--- src/common/nps_pkg.sv ---
// Purpose: constants shared by the pvc status manager files
// Assumes: 25 MHz ref_clk, apb register map
// Notes: timers count whole seconds
package nps_pkg;
   // clock and time base
   localparam int CLK_HZ = 25_000_000;
   localparam int SEC_S = 1;
   localparam int SEC_CYC = SEC_S * CLK_HZ;
   // link parameter defaults and ranges
   localparam logic [7:0] FSP_DEF = 8'h06;
   localparam logic [7:0] FSP_MIN = 8'h01;
   localparam logic [3:0] ERR_DEF = 4'h3;
   localparam logic [3:0] EVT_DEF = 4'h4;
   localparam logic [3:0] CNT_MIN = 4'h1;
   localparam logic [3:0] CNT_MAX = 4'ha;
   localparam logic [4:0] PT_DEF_S = 5'h0a;
   localparam logic [4:0] PVT_DEF_S = 5'h0f;
   localparam logic [4:0] T_MIN_S = 5'h05;
   localparam logic [4:0] T_MAX_S = 5'h1e;
   localparam int WIN_MAX = 10;
   // register byte offsets
   localparam logic [7:0] A_CFG = 8'h00;
   localparam logic [7:0] A_CTRL = 8'h04;
   localparam logic [7:0] A_PVC = 8'h08;
   localparam logic [7:0] A_STAT = 8'h0c;
   // cfg field positions
   localparam int F_FSP = 0;
   localparam int F_ERR = 8;
   localparam int F_EVT = 12;
   localparam int F_PT = 16;
   localparam int F_PVT = 21;
   localparam logic [31:0] CFG_RST = {6'h00, PVT_DEF_S, PT_DEF_S, EVT_DEF, ERR_DEF,
      FSP_DEF};
   // ctrl bits
   localparam int C_EN_USER = 0;
   localparam int C_EN_NET = 1;
   localparam int C_ALT = 2;
   localparam int C_TERM = 3;
   localparam int C_ASYNC = 4;
   localparam logic [4:0] CTRL_RST = 5'h03;
   // pvc bits
   localparam int P_CFG = 0;
   localparam int P_SEG_OK = 1;
   localparam int P_UNI_OK = 2;
   localparam int P_BIDIR = 3;
   localparam int P_USR_ACT = 4;
   localparam int P_ADD = 5;
   localparam logic [4:0] PVC_RST = 5'h00;
endpackage

--- src/common/nps_mon_if.sv ---
// Purpose: event feed from the manager to a link monitor
// Assumes: ev is a one-cycle pulse
// Notes: one instance per procedure role
`timescale 1ns/10ps
interface nps_mon_if;
   logic ev;
   logic err;
   logic clr;
   logic alt;
   logic [3:0] err_thr;
   logic [3:0] evt_cnt;
   logic op;
   modport mgr (output ev, err, clr, alt, err_thr, evt_cnt, input op);
   modport mon (input ev, err, clr, alt, err_thr, evt_cnt, output op);
endinterface

--- src/logic/nps_sec_tick.sv ---
// Purpose: one-cycle pulse once per second
// Assumes: CYC is the number of ref_clk cycles per second
// Notes: shorten CYC in simulation
`timescale 1ns/10ps
module nps_sec_tick #(
   parameter int CYC = nps_pkg::SEC_CYC
) (
   // clock and reset
   input wire logic ref_clk,
   input wire logic sys_rst,
   // pulse
   output logic tick
);
   localparam int W = $clog2(CYC + 1);
   typedef struct packed {logic [W-1:0] cnt; logic tick;} nps_tick_type;
   nps_tick_type s_ff, nxt_s;
   always_comb begin
      nxt_s = s_ff;
      nxt_s.tick = 1'b0;
      if (s_ff.cnt == W'(CYC - 1)) begin
         nxt_s.cnt = '0;
         nxt_s.tick = 1'b1;
      end else begin
         nxt_s.cnt = W'(s_ff.cnt + 1'b1);
      end
   end
   always_ff @(posedge ref_clk or posedge sys_rst) begin
      if (sys_rst) s_ff <= '0;
      else s_ff <= nxt_s;
   end
   assign tick = s_ff.tick;
endmodule // nps_sec_tick

--- src/logic/nps_link_mon.sv ---
// Purpose: link integrity monitor for one procedure role
// Assumes: ev marks one monitored event, err says it failed
// Notes: sliding window over the last evt_cnt events
`timescale 1ns/10ps
module nps_link_mon #(
   parameter int WIN = nps_pkg::WIN_MAX
) (
   // clock and reset
   input wire logic ref_clk,
   input wire logic sys_rst,
   // events and state
   nps_mon_if.mon mi
);
   typedef struct packed {
      logic [WIN-1:0] win;
      logic [3:0] run;
      logic first;
      logic op;
   } nps_mon_type;
   nps_mon_type s_ff, nxt_s;
   always_comb begin
      logic [3:0] errs;
      errs = '0;
      nxt_s = s_ff;
      if (mi.clr) begin
         nxt_s = '0;
      end else if (mi.ev) begin
         nxt_s.win = {s_ff.win[WIN-2:0], mi.err};
         for (int i = 0; i < WIN; i++) begin
            if (4'(i) < mi.evt_cnt && nxt_s.win[i]) errs = 4'(errs + 1'b1);
         end
         nxt_s.run = mi.err ? 4'h0 : (&s_ff.run ? s_ff.run : 4'(s_ff.run + 1'b1));
         nxt_s.first = 1'b1;
         if (errs >= mi.err_thr) nxt_s.op = 1'b0;
         else if (!s_ff.op && nxt_s.run >= mi.evt_cnt) nxt_s.op = 1'b1;
         else if (mi.alt && !s_ff.first && !mi.err) nxt_s.op = 1'b1;
      end
   end
   always_ff @(posedge ref_clk or posedge sys_rst) begin
      if (sys_rst) s_ff <= '0;
      else s_ff <= nxt_s;
   end
   assign mi.op = s_ff.op;
endmodule // nps_link_mon

--- src/logic/nps_top.sv ---
// Purpose: nni link verification and multi-network pvc status manager
// Assumes: message layer reports cycle results as one-cycle pulses
// Notes: apb slave, one wait state on every access
// Operation
// - polling and answering engines run at once, each with its own monitor.
// - full status poll count is programmable 1 to 255, default 6.
// - link declared down when error threshold errors fall in the window.
// - poll timer programmable 5 to 30 seconds, default 10.
// - poll verify timer programmable 5 to 30 seconds, default 15.
// - error threshold should not exceed monitored event count.
// - poll verify timer should exceed poll timer.
// - enquiry on each poll timer expiry, full request every n cycles.
// - both roles share one set of timer and counter values.
// - received report status is forwarded toward the user interface.
// - after a status change the next enquiry gets a full report.
// - channel starts non-operational when a procedure is activated.
// - channel up after monitored event count consecutive valid cycles.
// - optional mode: first valid cycle brings the channel up; here only if the first cycle after activation is valid.
// - active bit 1 only when every criterion holds.
// - criteria: configured, links verified, no faults, remote user active.
// - any failed criterion drives the active bit to 0.
// - only a terminating node originates an active bit of 1.
// - transit node relays the received bit or forces it to 0.
// - added segment reported with its new bit set.
//
// Design decisions made here: the register addresses and the APB interface to the registers.
`timescale 1ns/10ps
module nps_top #(
   parameter int CYC_PER_SEC = nps_pkg::SEC_CYC
) (
   // clock and reset
   input wire logic ref_clk,
   input wire logic sys_rst,
   // apb slave
   input wire logic psel,
   input wire logic penable,
   input wire logic pwrite,
   input wire logic [7:0] paddr,
   input wire logic [31:0] pwdata,
   output logic [31:0] prdata,
   output logic pready,
   output logic pslverr,
   // polling engine
   output logic enq_send,
   output logic enq_full,
   input wire logic cyc_ok,
   input wire logic cyc_err,
   // answering engine
   input wire logic enq_ok,
   input wire logic enq_err,
   input wire logic enq_full_req,
   output logic rpt_send,
   output logic rpt_full,
   output logic rpt_new,
   output logic rpt_act,
   // received pvc status
   input wire logic rx_rpt_valid,
   input wire logic rx_rpt_act,
   // toward the user interface
   output logic uni_active
);
   typedef struct packed {
      logic [31:0] prdata;
      logic pready;
      logic pslverr;
      logic [31:0] cfg;
      logic [4:0] ctrl;
      logic [4:0] pvc;
      logic newb;
      logic fpend;
      logic rx_act;
      logic [4:0] t1;
      logic [4:0] t2;
      logic [7:0] polls;
      logic enq_send;
      logic enq_full;
      logic rpt_send;
      logic rpt_full;
      logic rpt_new;
      logic rpt_act;
      logic uni_act;
   } nps_state_type;

   nps_state_type s_ff, nxt_s;
   logic tick;
   logic vexp;
   logic add_wr;
   nps_mon_if usr_if ();
   nps_mon_if net_if ();

   ////////////////////////////////////////////////////////////////////////////////
   // clamp written values into their legal ranges
   function automatic logic [3:0] lim4(input logic [3:0] v);
      lim4 = (v < nps_pkg::CNT_MIN) ? nps_pkg::CNT_MIN : ((v > nps_pkg::CNT_MAX) ?
         nps_pkg::CNT_MAX : v);
   endfunction
   function automatic logic [4:0] lim5(input logic [4:0] v);
      lim5 = (v < nps_pkg::T_MIN_S) ? nps_pkg::T_MIN_S : ((v > nps_pkg::T_MAX_S) ?
         nps_pkg::T_MAX_S : v);
   endfunction
   function automatic logic [31:0] fix_cfg(input logic [31:0] w);
      logic [7:0] fsp;
      fsp = w[nps_pkg::F_FSP +: 8];
      fix_cfg = '0;
      fix_cfg[nps_pkg::F_FSP +: 8] = (fsp < nps_pkg::FSP_MIN) ? nps_pkg::FSP_MIN : fsp;
      fix_cfg[nps_pkg::F_ERR +: 4] = lim4(w[nps_pkg::F_ERR +: 4]);
      fix_cfg[nps_pkg::F_EVT +: 4] = lim4(w[nps_pkg::F_EVT +: 4]);
      fix_cfg[nps_pkg::F_PT +: 5] = lim5(w[nps_pkg::F_PT +: 5]);
      fix_cfg[nps_pkg::F_PVT +: 5] = lim5(w[nps_pkg::F_PVT +: 5]);
   endfunction

   ////////////////////////////////////////////////////////////////////////////////
   // field views
   logic [7:0] fsp_cnt;
   logic [3:0] err_thr;
   logic [3:0] evt_cnt;
   logic [4:0] poll_s;
   logic [4:0] verify_s;
   logic cfg_warn;
   logic crit;
   logic chg;
   assign fsp_cnt = s_ff.cfg[nps_pkg::F_FSP +: 8];
   assign err_thr = s_ff.cfg[nps_pkg::F_ERR +: 4];
   assign evt_cnt = s_ff.cfg[nps_pkg::F_EVT +: 4];
   assign poll_s = s_ff.cfg[nps_pkg::F_PT +: 5];
   assign verify_s = s_ff.cfg[nps_pkg::F_PVT +: 5];
   // recommended relations are flagged, not forced, so odd setups stay possible
   assign cfg_warn = (err_thr > evt_cnt) || (verify_s <= poll_s);

   ////////////////////////////////////////////////////////////////////////////////
   // seconds base and the two monitors
   nps_sec_tick #(.CYC(CYC_PER_SEC)) u_tick (
      .ref_clk(ref_clk),
      .sys_rst(sys_rst),
      .tick(tick)
   );

   // both roles see the same threshold values
   assign usr_if.ev = cyc_ok | cyc_err;
   assign usr_if.err = cyc_err;
   assign usr_if.clr = !s_ff.ctrl[nps_pkg::C_EN_USER];
   assign usr_if.alt = s_ff.ctrl[nps_pkg::C_ALT];
   assign usr_if.err_thr = err_thr;
   assign usr_if.evt_cnt = evt_cnt;
   assign net_if.ev = enq_ok | enq_err | vexp;
   assign net_if.err = enq_err | vexp;
   assign net_if.clr = !s_ff.ctrl[nps_pkg::C_EN_NET];
   assign net_if.alt = s_ff.ctrl[nps_pkg::C_ALT];
   assign net_if.err_thr = err_thr;
   assign net_if.evt_cnt = evt_cnt;

   nps_link_mon u_usr_mon (
      .ref_clk(ref_clk),
      .sys_rst(sys_rst),
      .mi(usr_if.mon)
   );
   nps_link_mon u_net_mon (
      .ref_clk(ref_clk),
      .sys_rst(sys_rst),
      .mi(net_if.mon)
   );

   // verify timer expiry without an enquiry
   assign vexp = s_ff.ctrl[nps_pkg::C_EN_NET] && tick && !(enq_ok || enq_err) &&
      (5'(s_ff.t2 + 1'b1) >= verify_s);
   assign add_wr = psel && penable && s_ff.pready && pwrite && (paddr == nps_pkg::A_PVC) &&
      pwdata[nps_pkg::P_ADD];

   // pvc active criteria
   always_comb begin
      crit = s_ff.pvc[nps_pkg::P_CFG] && s_ff.pvc[nps_pkg::P_SEG_OK] &&
         s_ff.pvc[nps_pkg::P_UNI_OK] && usr_if.op && net_if.op;
      crit = crit && (!s_ff.pvc[nps_pkg::P_BIDIR] || s_ff.pvc[nps_pkg::P_USR_ACT]);
      // only a terminating node may originate a 1; transit relays what it received
      if (!s_ff.ctrl[nps_pkg::C_TERM]) begin
         crit = crit && s_ff.rx_act;
      end
   end
   assign chg = (crit != s_ff.uni_act);

   ////////////////////////////////////////////////////////////////////////////////
   // next state
   always_comb begin
      nxt_s = s_ff;
      nxt_s.pready = 1'b0;
      nxt_s.pslverr = 1'b0;
      nxt_s.enq_send = 1'b0;
      nxt_s.rpt_send = 1'b0;
      // apb: answer one cycle into the access phase
      if (psel && penable && !s_ff.pready) begin
         nxt_s.pready = 1'b1;
         nxt_s.prdata = '0;
         unique case (paddr)
            nps_pkg::A_CFG: nxt_s.prdata = s_ff.cfg;
            nps_pkg::A_CTRL: nxt_s.prdata[4:0] = s_ff.ctrl;
            nps_pkg::A_PVC: nxt_s.prdata[4:0] = s_ff.pvc;
            nps_pkg::A_STAT: nxt_s.prdata[15:0] = {s_ff.polls, 2'b00, cfg_warn, s_ff.fpend,
               s_ff.newb, s_ff.uni_act, net_if.op, usr_if.op};
            default: nxt_s.pslverr = 1'b1;
         endcase
      end
      if (psel && penable && s_ff.pready && pwrite) begin
         unique case (paddr)
            nps_pkg::A_CFG: nxt_s.cfg = fix_cfg(pwdata);
            nps_pkg::A_CTRL: nxt_s.ctrl = pwdata[4:0];
            nps_pkg::A_PVC: nxt_s.pvc = pwdata[4:0];
            default: ;
         endcase
      end
      // polling engine
      if (!s_ff.ctrl[nps_pkg::C_EN_USER]) begin
         nxt_s.t1 = '0;
         nxt_s.polls = '0;
      end else if (tick) begin
         if (5'(s_ff.t1 + 1'b1) >= poll_s) begin
            nxt_s.t1 = '0;
            nxt_s.enq_send = 1'b1;
            if (8'(s_ff.polls + 1'b1) >= fsp_cnt) begin
               nxt_s.polls = '0;
               nxt_s.enq_full = 1'b1;
            end else begin
               nxt_s.polls = 8'(s_ff.polls + 1'b1);
               nxt_s.enq_full = 1'b0;
            end
         end else begin
            nxt_s.t1 = 5'(s_ff.t1 + 1'b1);
         end
      end
      // answering engine verify timer
      if (!s_ff.ctrl[nps_pkg::C_EN_NET] || enq_ok || enq_err || vexp) begin
         nxt_s.t2 = '0;
      end else if (tick) begin
         nxt_s.t2 = 5'(s_ff.t2 + 1'b1);
      end
      // status from the far network
      if (rx_rpt_valid) begin
         nxt_s.rx_act = rx_rpt_act;
      end
      nxt_s.uni_act = crit;
      // reports: a full one clears the pending flags first, new events set them after
      if (enq_ok) begin
         nxt_s.rpt_send = 1'b1;
         nxt_s.rpt_full = enq_full_req || s_ff.fpend;
         nxt_s.rpt_new = s_ff.newb && (enq_full_req || s_ff.fpend);
         nxt_s.rpt_act = s_ff.uni_act;
         if (enq_full_req || s_ff.fpend) begin
            nxt_s.fpend = 1'b0;
            nxt_s.newb = 1'b0;
         end
      end else if (s_ff.ctrl[nps_pkg::C_ASYNC] && chg) begin
         nxt_s.rpt_send = 1'b1;
         nxt_s.rpt_full = 1'b0;
         nxt_s.rpt_new = 1'b0;
         nxt_s.rpt_act = crit;
      end
      if (chg || add_wr) begin
         nxt_s.fpend = 1'b1;
      end
      if (add_wr) begin
         nxt_s.newb = 1'b1;
      end
   end

   always_ff @(posedge ref_clk or posedge sys_rst) begin
      if (sys_rst) begin
         s_ff <= '0;
         s_ff.cfg <= nps_pkg::CFG_RST;
         s_ff.ctrl <= nps_pkg::CTRL_RST;
         s_ff.pvc <= nps_pkg::PVC_RST;
      end else begin
         s_ff <= nxt_s;
      end
   end

   assign prdata = s_ff.prdata;
   assign pready = s_ff.pready;
   assign pslverr = s_ff.pslverr;
   assign enq_send = s_ff.enq_send;
   assign enq_full = s_ff.enq_full;
   assign rpt_send = s_ff.rpt_send;
   assign rpt_full = s_ff.rpt_full;
   assign rpt_new = s_ff.rpt_new;
   assign rpt_act = s_ff.rpt_act;
   assign uni_active = s_ff.uni_act;
endmodule // nps_top

--- config.mk ---
export PLATFORM = sky130hd
export DESIGN_NAME = nps_top
export DESIGN_NICKNAME = d
export VERILOG_FILES = /design/src/common/nps_pkg.sv /design/src/common/nps_mon_if.sv /design/src/logic/nps_sec_tick.sv /design/src/logic/nps_link_mon.sv /design/src/logic/nps_top.sv
export SDC_FILE = /design/constraint.sdc
export NUM_CORES = 1
export LEC_CHECK = 0
export BUFFER_PORTS_ARGS = -buffer_cell sky130_fd_sc_hd__buf_2
export CAP_MARGIN = 10
export CELL_PAD_IN_SITES_DETAIL_PLACEMENT = 1
export CELL_PAD_IN_SITES_GLOBAL_PLACEMENT = 1
export CORE_MARGIN = 2
export CORE_UTILIZATION = 50
export CTS_CLUSTER_DIAMETER = 100
export DETAILED_ROUTE_END_ITERATION = 7
export PLACE_DENSITY_LB_ADDON = 0.3
export SETUP_SLACK_MARGIN = 0.3
export SLEW_MARGIN = 10
export SYNTH_ARGS = -nofsm -noshare
export SYNTH_HDL_FRONTEND = slang
export SYNTH_HIERARCHICAL = 1
export SYNTH_SLANG_ARGS = --single-unit
export TNS_END_PERCENT = 1
--- constraint.sdc ---
create_clock -name ref_clk -period 20.5 [get_ports ref_clk]
set_clock_uncertainty 0.2 [all_clocks]
set_input_delay 2.05 -clock ref_clk [delete_from_list [all_inputs] [get_ports ref_clk]]
set_output_delay 2.05 -clock ref_clk [all_outputs]
set_load 0.02 [all_outputs]
== Word level (Yosys, flattened, before mapping) ==
Index checks and enable logic that the tools add are counted.

* Register bits: 148
* Latch bits: 0
* Bits in writable memories: 0
* Bits in read-only memories: 0
* Input bits: 52
* Output and inout port bits: 41
* Word-level logic and storage cells: 284
* Memories kept: 0

* Add/sub/neg operators: 24
* Multiply operators: 0
* Divide/modulo/power cells: 0
* $lt $le $gt $ge: 28
* Equal/unequal tests: 11
* Shift-type cells: 0
* Muxes and demuxes: 108
* Bitwise gates (word level): 4
* Reductions and logical operators: 80

{| class="wikitable"
|+ Operator list
! operator !! number
|-
| $mux W4 || 68
|-
| $add A4 B1 Y4 const B || 20
|-
| $mux W15 || 4
|-
| $mux W5 || 9
|-
| $logic_and A1 B1 Y1 || 43
|-
| $mux W10 || 3
|-
| $add A25 B1 Y25 const B || 1
|-
| $eq A25 B25 Y1 const B || 1
|-
| $mux W25 || 1
|-
| $mux W8 || 3
|-
| $pmux W11 S2 || 1
|-
| $pmux W5 S4 || 1
|-
| $eq A8 B4 Y1 const B || 2
|-
| $ge A4 B4 Y1 || 4
|-
| $lt A3 B4 Y1 const A || 4
|-
| $reduce_and A2 Y1 || 8
|-
| $mux W1 || 14
|-
| $reduce_bool A2 Y1 || 6
|-
| $add A5 B1 Y5 const B || 2
|-
| $ge A5 B5 Y1 || 2
|-
| $gt A5 B5 Y1 const B || 2
|-
| $logic_not A1 Y1 || 10
|-
| $lt A5 B3 Y1 const B || 2
|-
| $add A8 B1 Y8 const B || 1
|-
| 20 further kinds || 43
|}

== Longest topological paths before layout ==
* Depth in word-level cells: 49
* Gate-level depth with buffers: 37
* Depth with buffers taken out: 37

== Modules after synthesis ==
The synthesis kept the hierarchy.

{| class="wikitable"
|+ By module, submodules not included
! module !! times used !! cells an instance !! area each (um^2) !! seq. area each (um^2)
|-
| nps_top || 1 || 498 || 5,044.8 || 2,318.5
|-
| nps_link_mon || 2 || 214 || 1,833.0 || 375.4
|-
| nps_sec_tick || 1 || 135 || 1,362.6 || 650.6
|}

== Least setup slack after synthesis ==
Ideal clock, no wire load.

* Path type: input to register
* From: input enq_ok
* To: register u_net_mon.s_ff, in the netlist u_net_mon/mi.op
* Setup time: 0.094 ns
* Data arrival time: 6.937 ns
* Required time: 20.206 ns
* Path slack: 13.270 ns
* Cell stages on the path: 27
* Buffers on the path: 0
* Cell sequence: nor2_1 -> nand3_1 -> o21bai_1 -> o21a_1 -> ha_1 -> xnor2_1 -> ha_1 -> nand2_1 -> o31ai_1 -> xnor2_1 -> mux2i_1 -> ha_1 -> inv_1 -> o22ai_2 -> xnor2_1 -> mux2_2 -> a21o_1 -> ha_1 -> a21o_1 -> ha_1 -> mux2_2 -> ha_1 -> a21oi_1 -> nor2b_1 -> o21ai_0 -> nand2b_1 -> a211oi_1

* Longest elaborated chain between the ends: 49
* Elaborated cells on any way between the ends: 60
* Those cells by class: add/sub: 9; order compare: 2; eq/ne: 2; mux: 35; bitwise: 3; reduce/logical: 9

{| class="wikitable"
|+ RTL lines
! element !! line !! source
|-
| from (decl) || nps_top.sv:49 || <nowiki>input wire logic enq_ok,</nowiki>
|-
| $logic_or A1 B1 Y1 (*) || nps_top.sv:164 || <nowiki>assign vexp = s_ff.ctrl[nps_pkg::C_EN_NET] && tick && !(enq_ok || enq_err) &&</nowiki>
|-
| $logic_not A1 Y1 (*) || nps_top.sv:164 ||
|-
| $logic_and A1 B1 Y1 (*) (2 in series) || nps_top.sv:164 ||
|-
| $or A1 B1 Y1 (*) || nps_top.sv:146 || <nowiki>assign net_if.err = enq_err | vexp;</nowiki>
|-
| via net_if.err || nps_mon_if.sv:7 || <nowiki>logic err;</nowiki>
|-
| $logic_and A1 B1 Y1 || nps_link_mon.sv:30 || <nowiki>if (4'(i) < mi.evt_cnt && nxt_s.win[i]) errs = 4'(errs + 1'b1);</nowiki>
|-
| $mux W1 || nps_link_mon.sv:30 ||
|-
| $mux W4 || nps_link_mon.sv:27 || <nowiki>end else if (mi.ev) begin</nowiki>
|-
| [33 not listed] || -- ||
|-
| $add A4 B1 Y4 || nps_link_mon.sv:30 ||
|-
| $mux W4 || nps_link_mon.sv:30 ||
|-
| $mux W4 || nps_link_mon.sv:27 ||
|-
| $mux W4 || nps_link_mon.sv:25 || <nowiki>if (mi.clr) begin</nowiki>
|-
| $ge A4 B4 Y1 || nps_link_mon.sv:34 || <nowiki>if (errs >= mi.err_thr) nxt_s.op = 1'b0;</nowiki>
|-
| $mux W1 || nps_link_mon.sv:34 ||
|-
| $mux W15 || nps_link_mon.sv:27 ||
|-
| $mux W15 || nps_link_mon.sv:25 ||
|-
| to (signal assigned) || nps_link_mon.sv:41 || <nowiki>else s_ff <= nxt_s;</nowiki>
|-
| to (decl) || nps_link_mon.sv:20 || <nowiki>nps_mon_type s_ff, nxt_s;</nowiki>
|}

Mark *: on every way through the listed nets, which the timed path passes. The rest lies on a longest branch. The select of a mux whose other input is x is not followed.
A chain may end at the register's enable or synchronous reset.

== Worst setup path in the final report ==
Same ends and word-level chain as after synthesis.

==> flow_summary.ini <==
[cts]
cts_buffers = 17
clk_latency_ns = 0.43
clk_pin_slew_ns = 0.07
cts_setup_buffers = 0
clock-sinks = 148
h-tree-depth = 4
cts_resized = 0
hold_buffers = 0
clockBufferDepth = 2
cts_root_buf = clkbuf_16
cts_tree = yes

[setup_path]
critPathMaxFanout = 8
cp-start-kind = primary input
rr_worst_depth = 36
slowest_stage = o21bai_1
arrival_ns = 8.02
critPathKind = primary input to flip-flop
critPathCaptureType = flip-flop
critPathCapture = u_net_mon/mi.op
worstPathRequired_ns = 20.63
crit_top_cell = ha_1
slowest_delay_ns = 0.59
r2r_slack_ns = 12.62
r2r-start = s_ff[15]
crit_start = enq_ok
r2r_end = u_net_mon/mi.op

[layout]
areaGrowthSynthToFinish_pct = 9.44
post_layout_nonfiller_instances = 1380
layout.nets = 1224
final_layout_size_suffix_gt1_share_pct = 18.3

[floorplan]
die_h_um = 146
initial_core_util_pct = 51.4
io_pins = 93
num_rows = 51
chipWidth_um = 146
coreArea_um2 = 19600
dieArea_um2 = 21300

[timing]
setup_tns_ns = 0
rsz0062_at_grt = no
fmax_mhz = 127
worst_slack_ns = 12.61
maxSlewHeadroom_pct = 30.1
max_slew.worst_pin.slew_ns = 1.05
finalSetupViolCount = 0
fin_crit_ns = 7.89
finalCritPeriodShare_pct = 38.5
hold_viol_final = 0
final-max-slew-violation-count = 0

[place]
dp_slack_ns = 12.17
io_buffer_count = 80
place_congestion = 0.782
dp_hpwl_mm = 18.8
dp.cells = 1347

[power]
power.share.clock_pct = 44.2
p_int_mw = 0.540
switching_share_pct = 27.1
leakagePower_nw = 5.33
pwr-share-comb_pct = 13.2
p_total_mw = 0.741
p_per_area_nw_per_um2 = 67.2
pwr-share-seq_pct = 42.6
power_switching_mw = 0.201
ir_drop_v = 0.0000637

[logic_synthesis]
synth.ff_latch_count = 148
synth_edf_count = 0
yosysWarnings = 6
synth_area_per_cell_um2 = 9.49
ys_types = 80
netlist_instances = 1061
yosysSeqAreaShare_pct = 36.9
synth_ff_type = dfrtp_1
async_reset_ff_share_pct = 100
netlist_area_um2 = 10100

[global_routing]
grt_antenna_before_repair = 3
grt_overflow_total = 0
grt_pass1_wl_mm = 43.2
track_usage_pct = 24.9
grt_pass1_vias = 8521
grt_max_degree = 70

[worst_hold_path]
hp-class = flip-flop to flip-flop

[routing]
drc = 0
finalWirelength_mm = 25.7
avgRoutedWirePerCell_um = 18.6
drt_pass1_iterations = 4
routed-via-count = 7953
ant_nets = 0
first_iter_violations = 345
avgViaCountPerCell = 5.76

[run]
maxCapViolCount = 0

[outcome]
status = complete, no violations
-- critical path, delay by kind of cell --
family,cells,cell delay [ns]
AOI/OAI and AO/OA,8,2.06
adders and majority gates,6,1.57
xor gates and xnor gates,5,0.95
and+or+nand+nor,7,0.80
muxes,2,0.41
buffers and inverters,3,0.21
-- cells in the mapped netlist, types with 18 or more instances --
library cell | n | area, um^2
nor2_1 | 83 | 312
mux2_2 | 25 | 282
nand3_1 | 41 | 205
a21oi_1 | 43 | 215
clkbuf_1 | 18 | 67.6
ha_1 | 71 | 888
mux2i_1 | 30 | 300
buf_4 | 34 | 255
inv_1 | 71 | 267
nand2_1 | 99 | 372
xnor2_1 | 47 | 412
dfrtp_1 | 135 | 3380
xor2_1 | 20 | 175
o21ai_0 | 51 | 255
-- final cells by class --
class | instances | area [um^2]
Fill cell | 2259 | 8570
Multi-Input combinational cell | 777 | 5650
Sequential cell | 148 | 3720
Clock buffer | 18 | 439
Timing Repair Buffer | 83 | 423
Tap cell | 265 | 332
Inverter | 74 | 280
Clock inverter | 14 | 176
Antenna cell | 1 | 2.50
-- per-layer routing --
layer	wire (um)	GRT usage, %	vias up
li1	-	-	3824
met1	11300	31.0	3981
met2	13100	43.8	110
met3	934	5.45	34
met4	325	6.27	4
met5	27	0	-
-- worst min-delay path by stage --
stage | from | end | slack, ns | cells past startpoint
floorplan | prdata[0] | prdata[0] | 0.24 | 2
global placement | prdata[0] | prdata[0] | 0.25 | 2
detailed placement | prdata[3] | prdata[3] | 0.26 | 2
CTS | prdata[3] | prdata[3] | 0.27 | 2
global route | prdata[0] | prdata[0] | 0.30 | 2
finish | prdata[0] | prdata[0] | 0.26 | 2
-- through the flow --
step / area [um^2] / hold slack, ns / util, %
floorplan: 10100 / 0.240 / -
global placement: 10400 / 0.248 / 53.1
detailed placement: 10400 / 0.257 / 53.1
CTS: 11000 / 0.272 / 56.3
global route: 11000 / 0.300 / 56.3
finish: 11000 / 0.262 / 56.3
-- registers in the layout, summed over array words and instances (netlist names), 4 cells and up --
register,cells
s_ff,35
fsp_cnt,8
poll_s,5
err_thr,4
u_tick/s_ff,25
u_usr_mon/s_ff,14
u_net_mon/s_ff,14
evt_cnt,4
prdata,26
-- cells by family (layout without fill, tap and decap cells) --
family	count (synthesis)	after routing	share of synthesized area [%]
AOI/OAI and AO/OA	223	223	15.6
xor gates and xnor gates	75	75	7.39
adders and majority gates	71	71	8.82
buffers and inverters	141	189	7.15
DFF	148	148	36.9
muxes	60	60	6.89
other	1	7	0.0372
and+or+nand+nor	342	342	17.2
-- cell usage in the layout, fill, tap and decap left out, types with 17 or more instances in the layout --
cell,n
o21ai_0,50
nand2_1,99
inv_1,70
dfrtp_1,135
nor2b_1,17
xnor2_1,47
mux2i_1,30
a21oi_1,43
clkbuf_16,17
mux2_2,25
buf_2,80
ha_1,71
xor2_1,20
nor2_1,83
nand3_1,41
-- power groups by stage --
stage | clock network [mW] | logic, mW | registers (mW)
finish | 0.327 | 0.0977 | 0.316
global route | 0.348 | 0.110 | 0.318
CTS | 0.333 | 0.0988 | 0.316
detailed placement | 0 | 0.0973 | 0.321
global placement | 0 | 0.0923 | 0.320
floorplan | 0 | 0.0738 | 0.318
(Power assumes the default switching activity.)
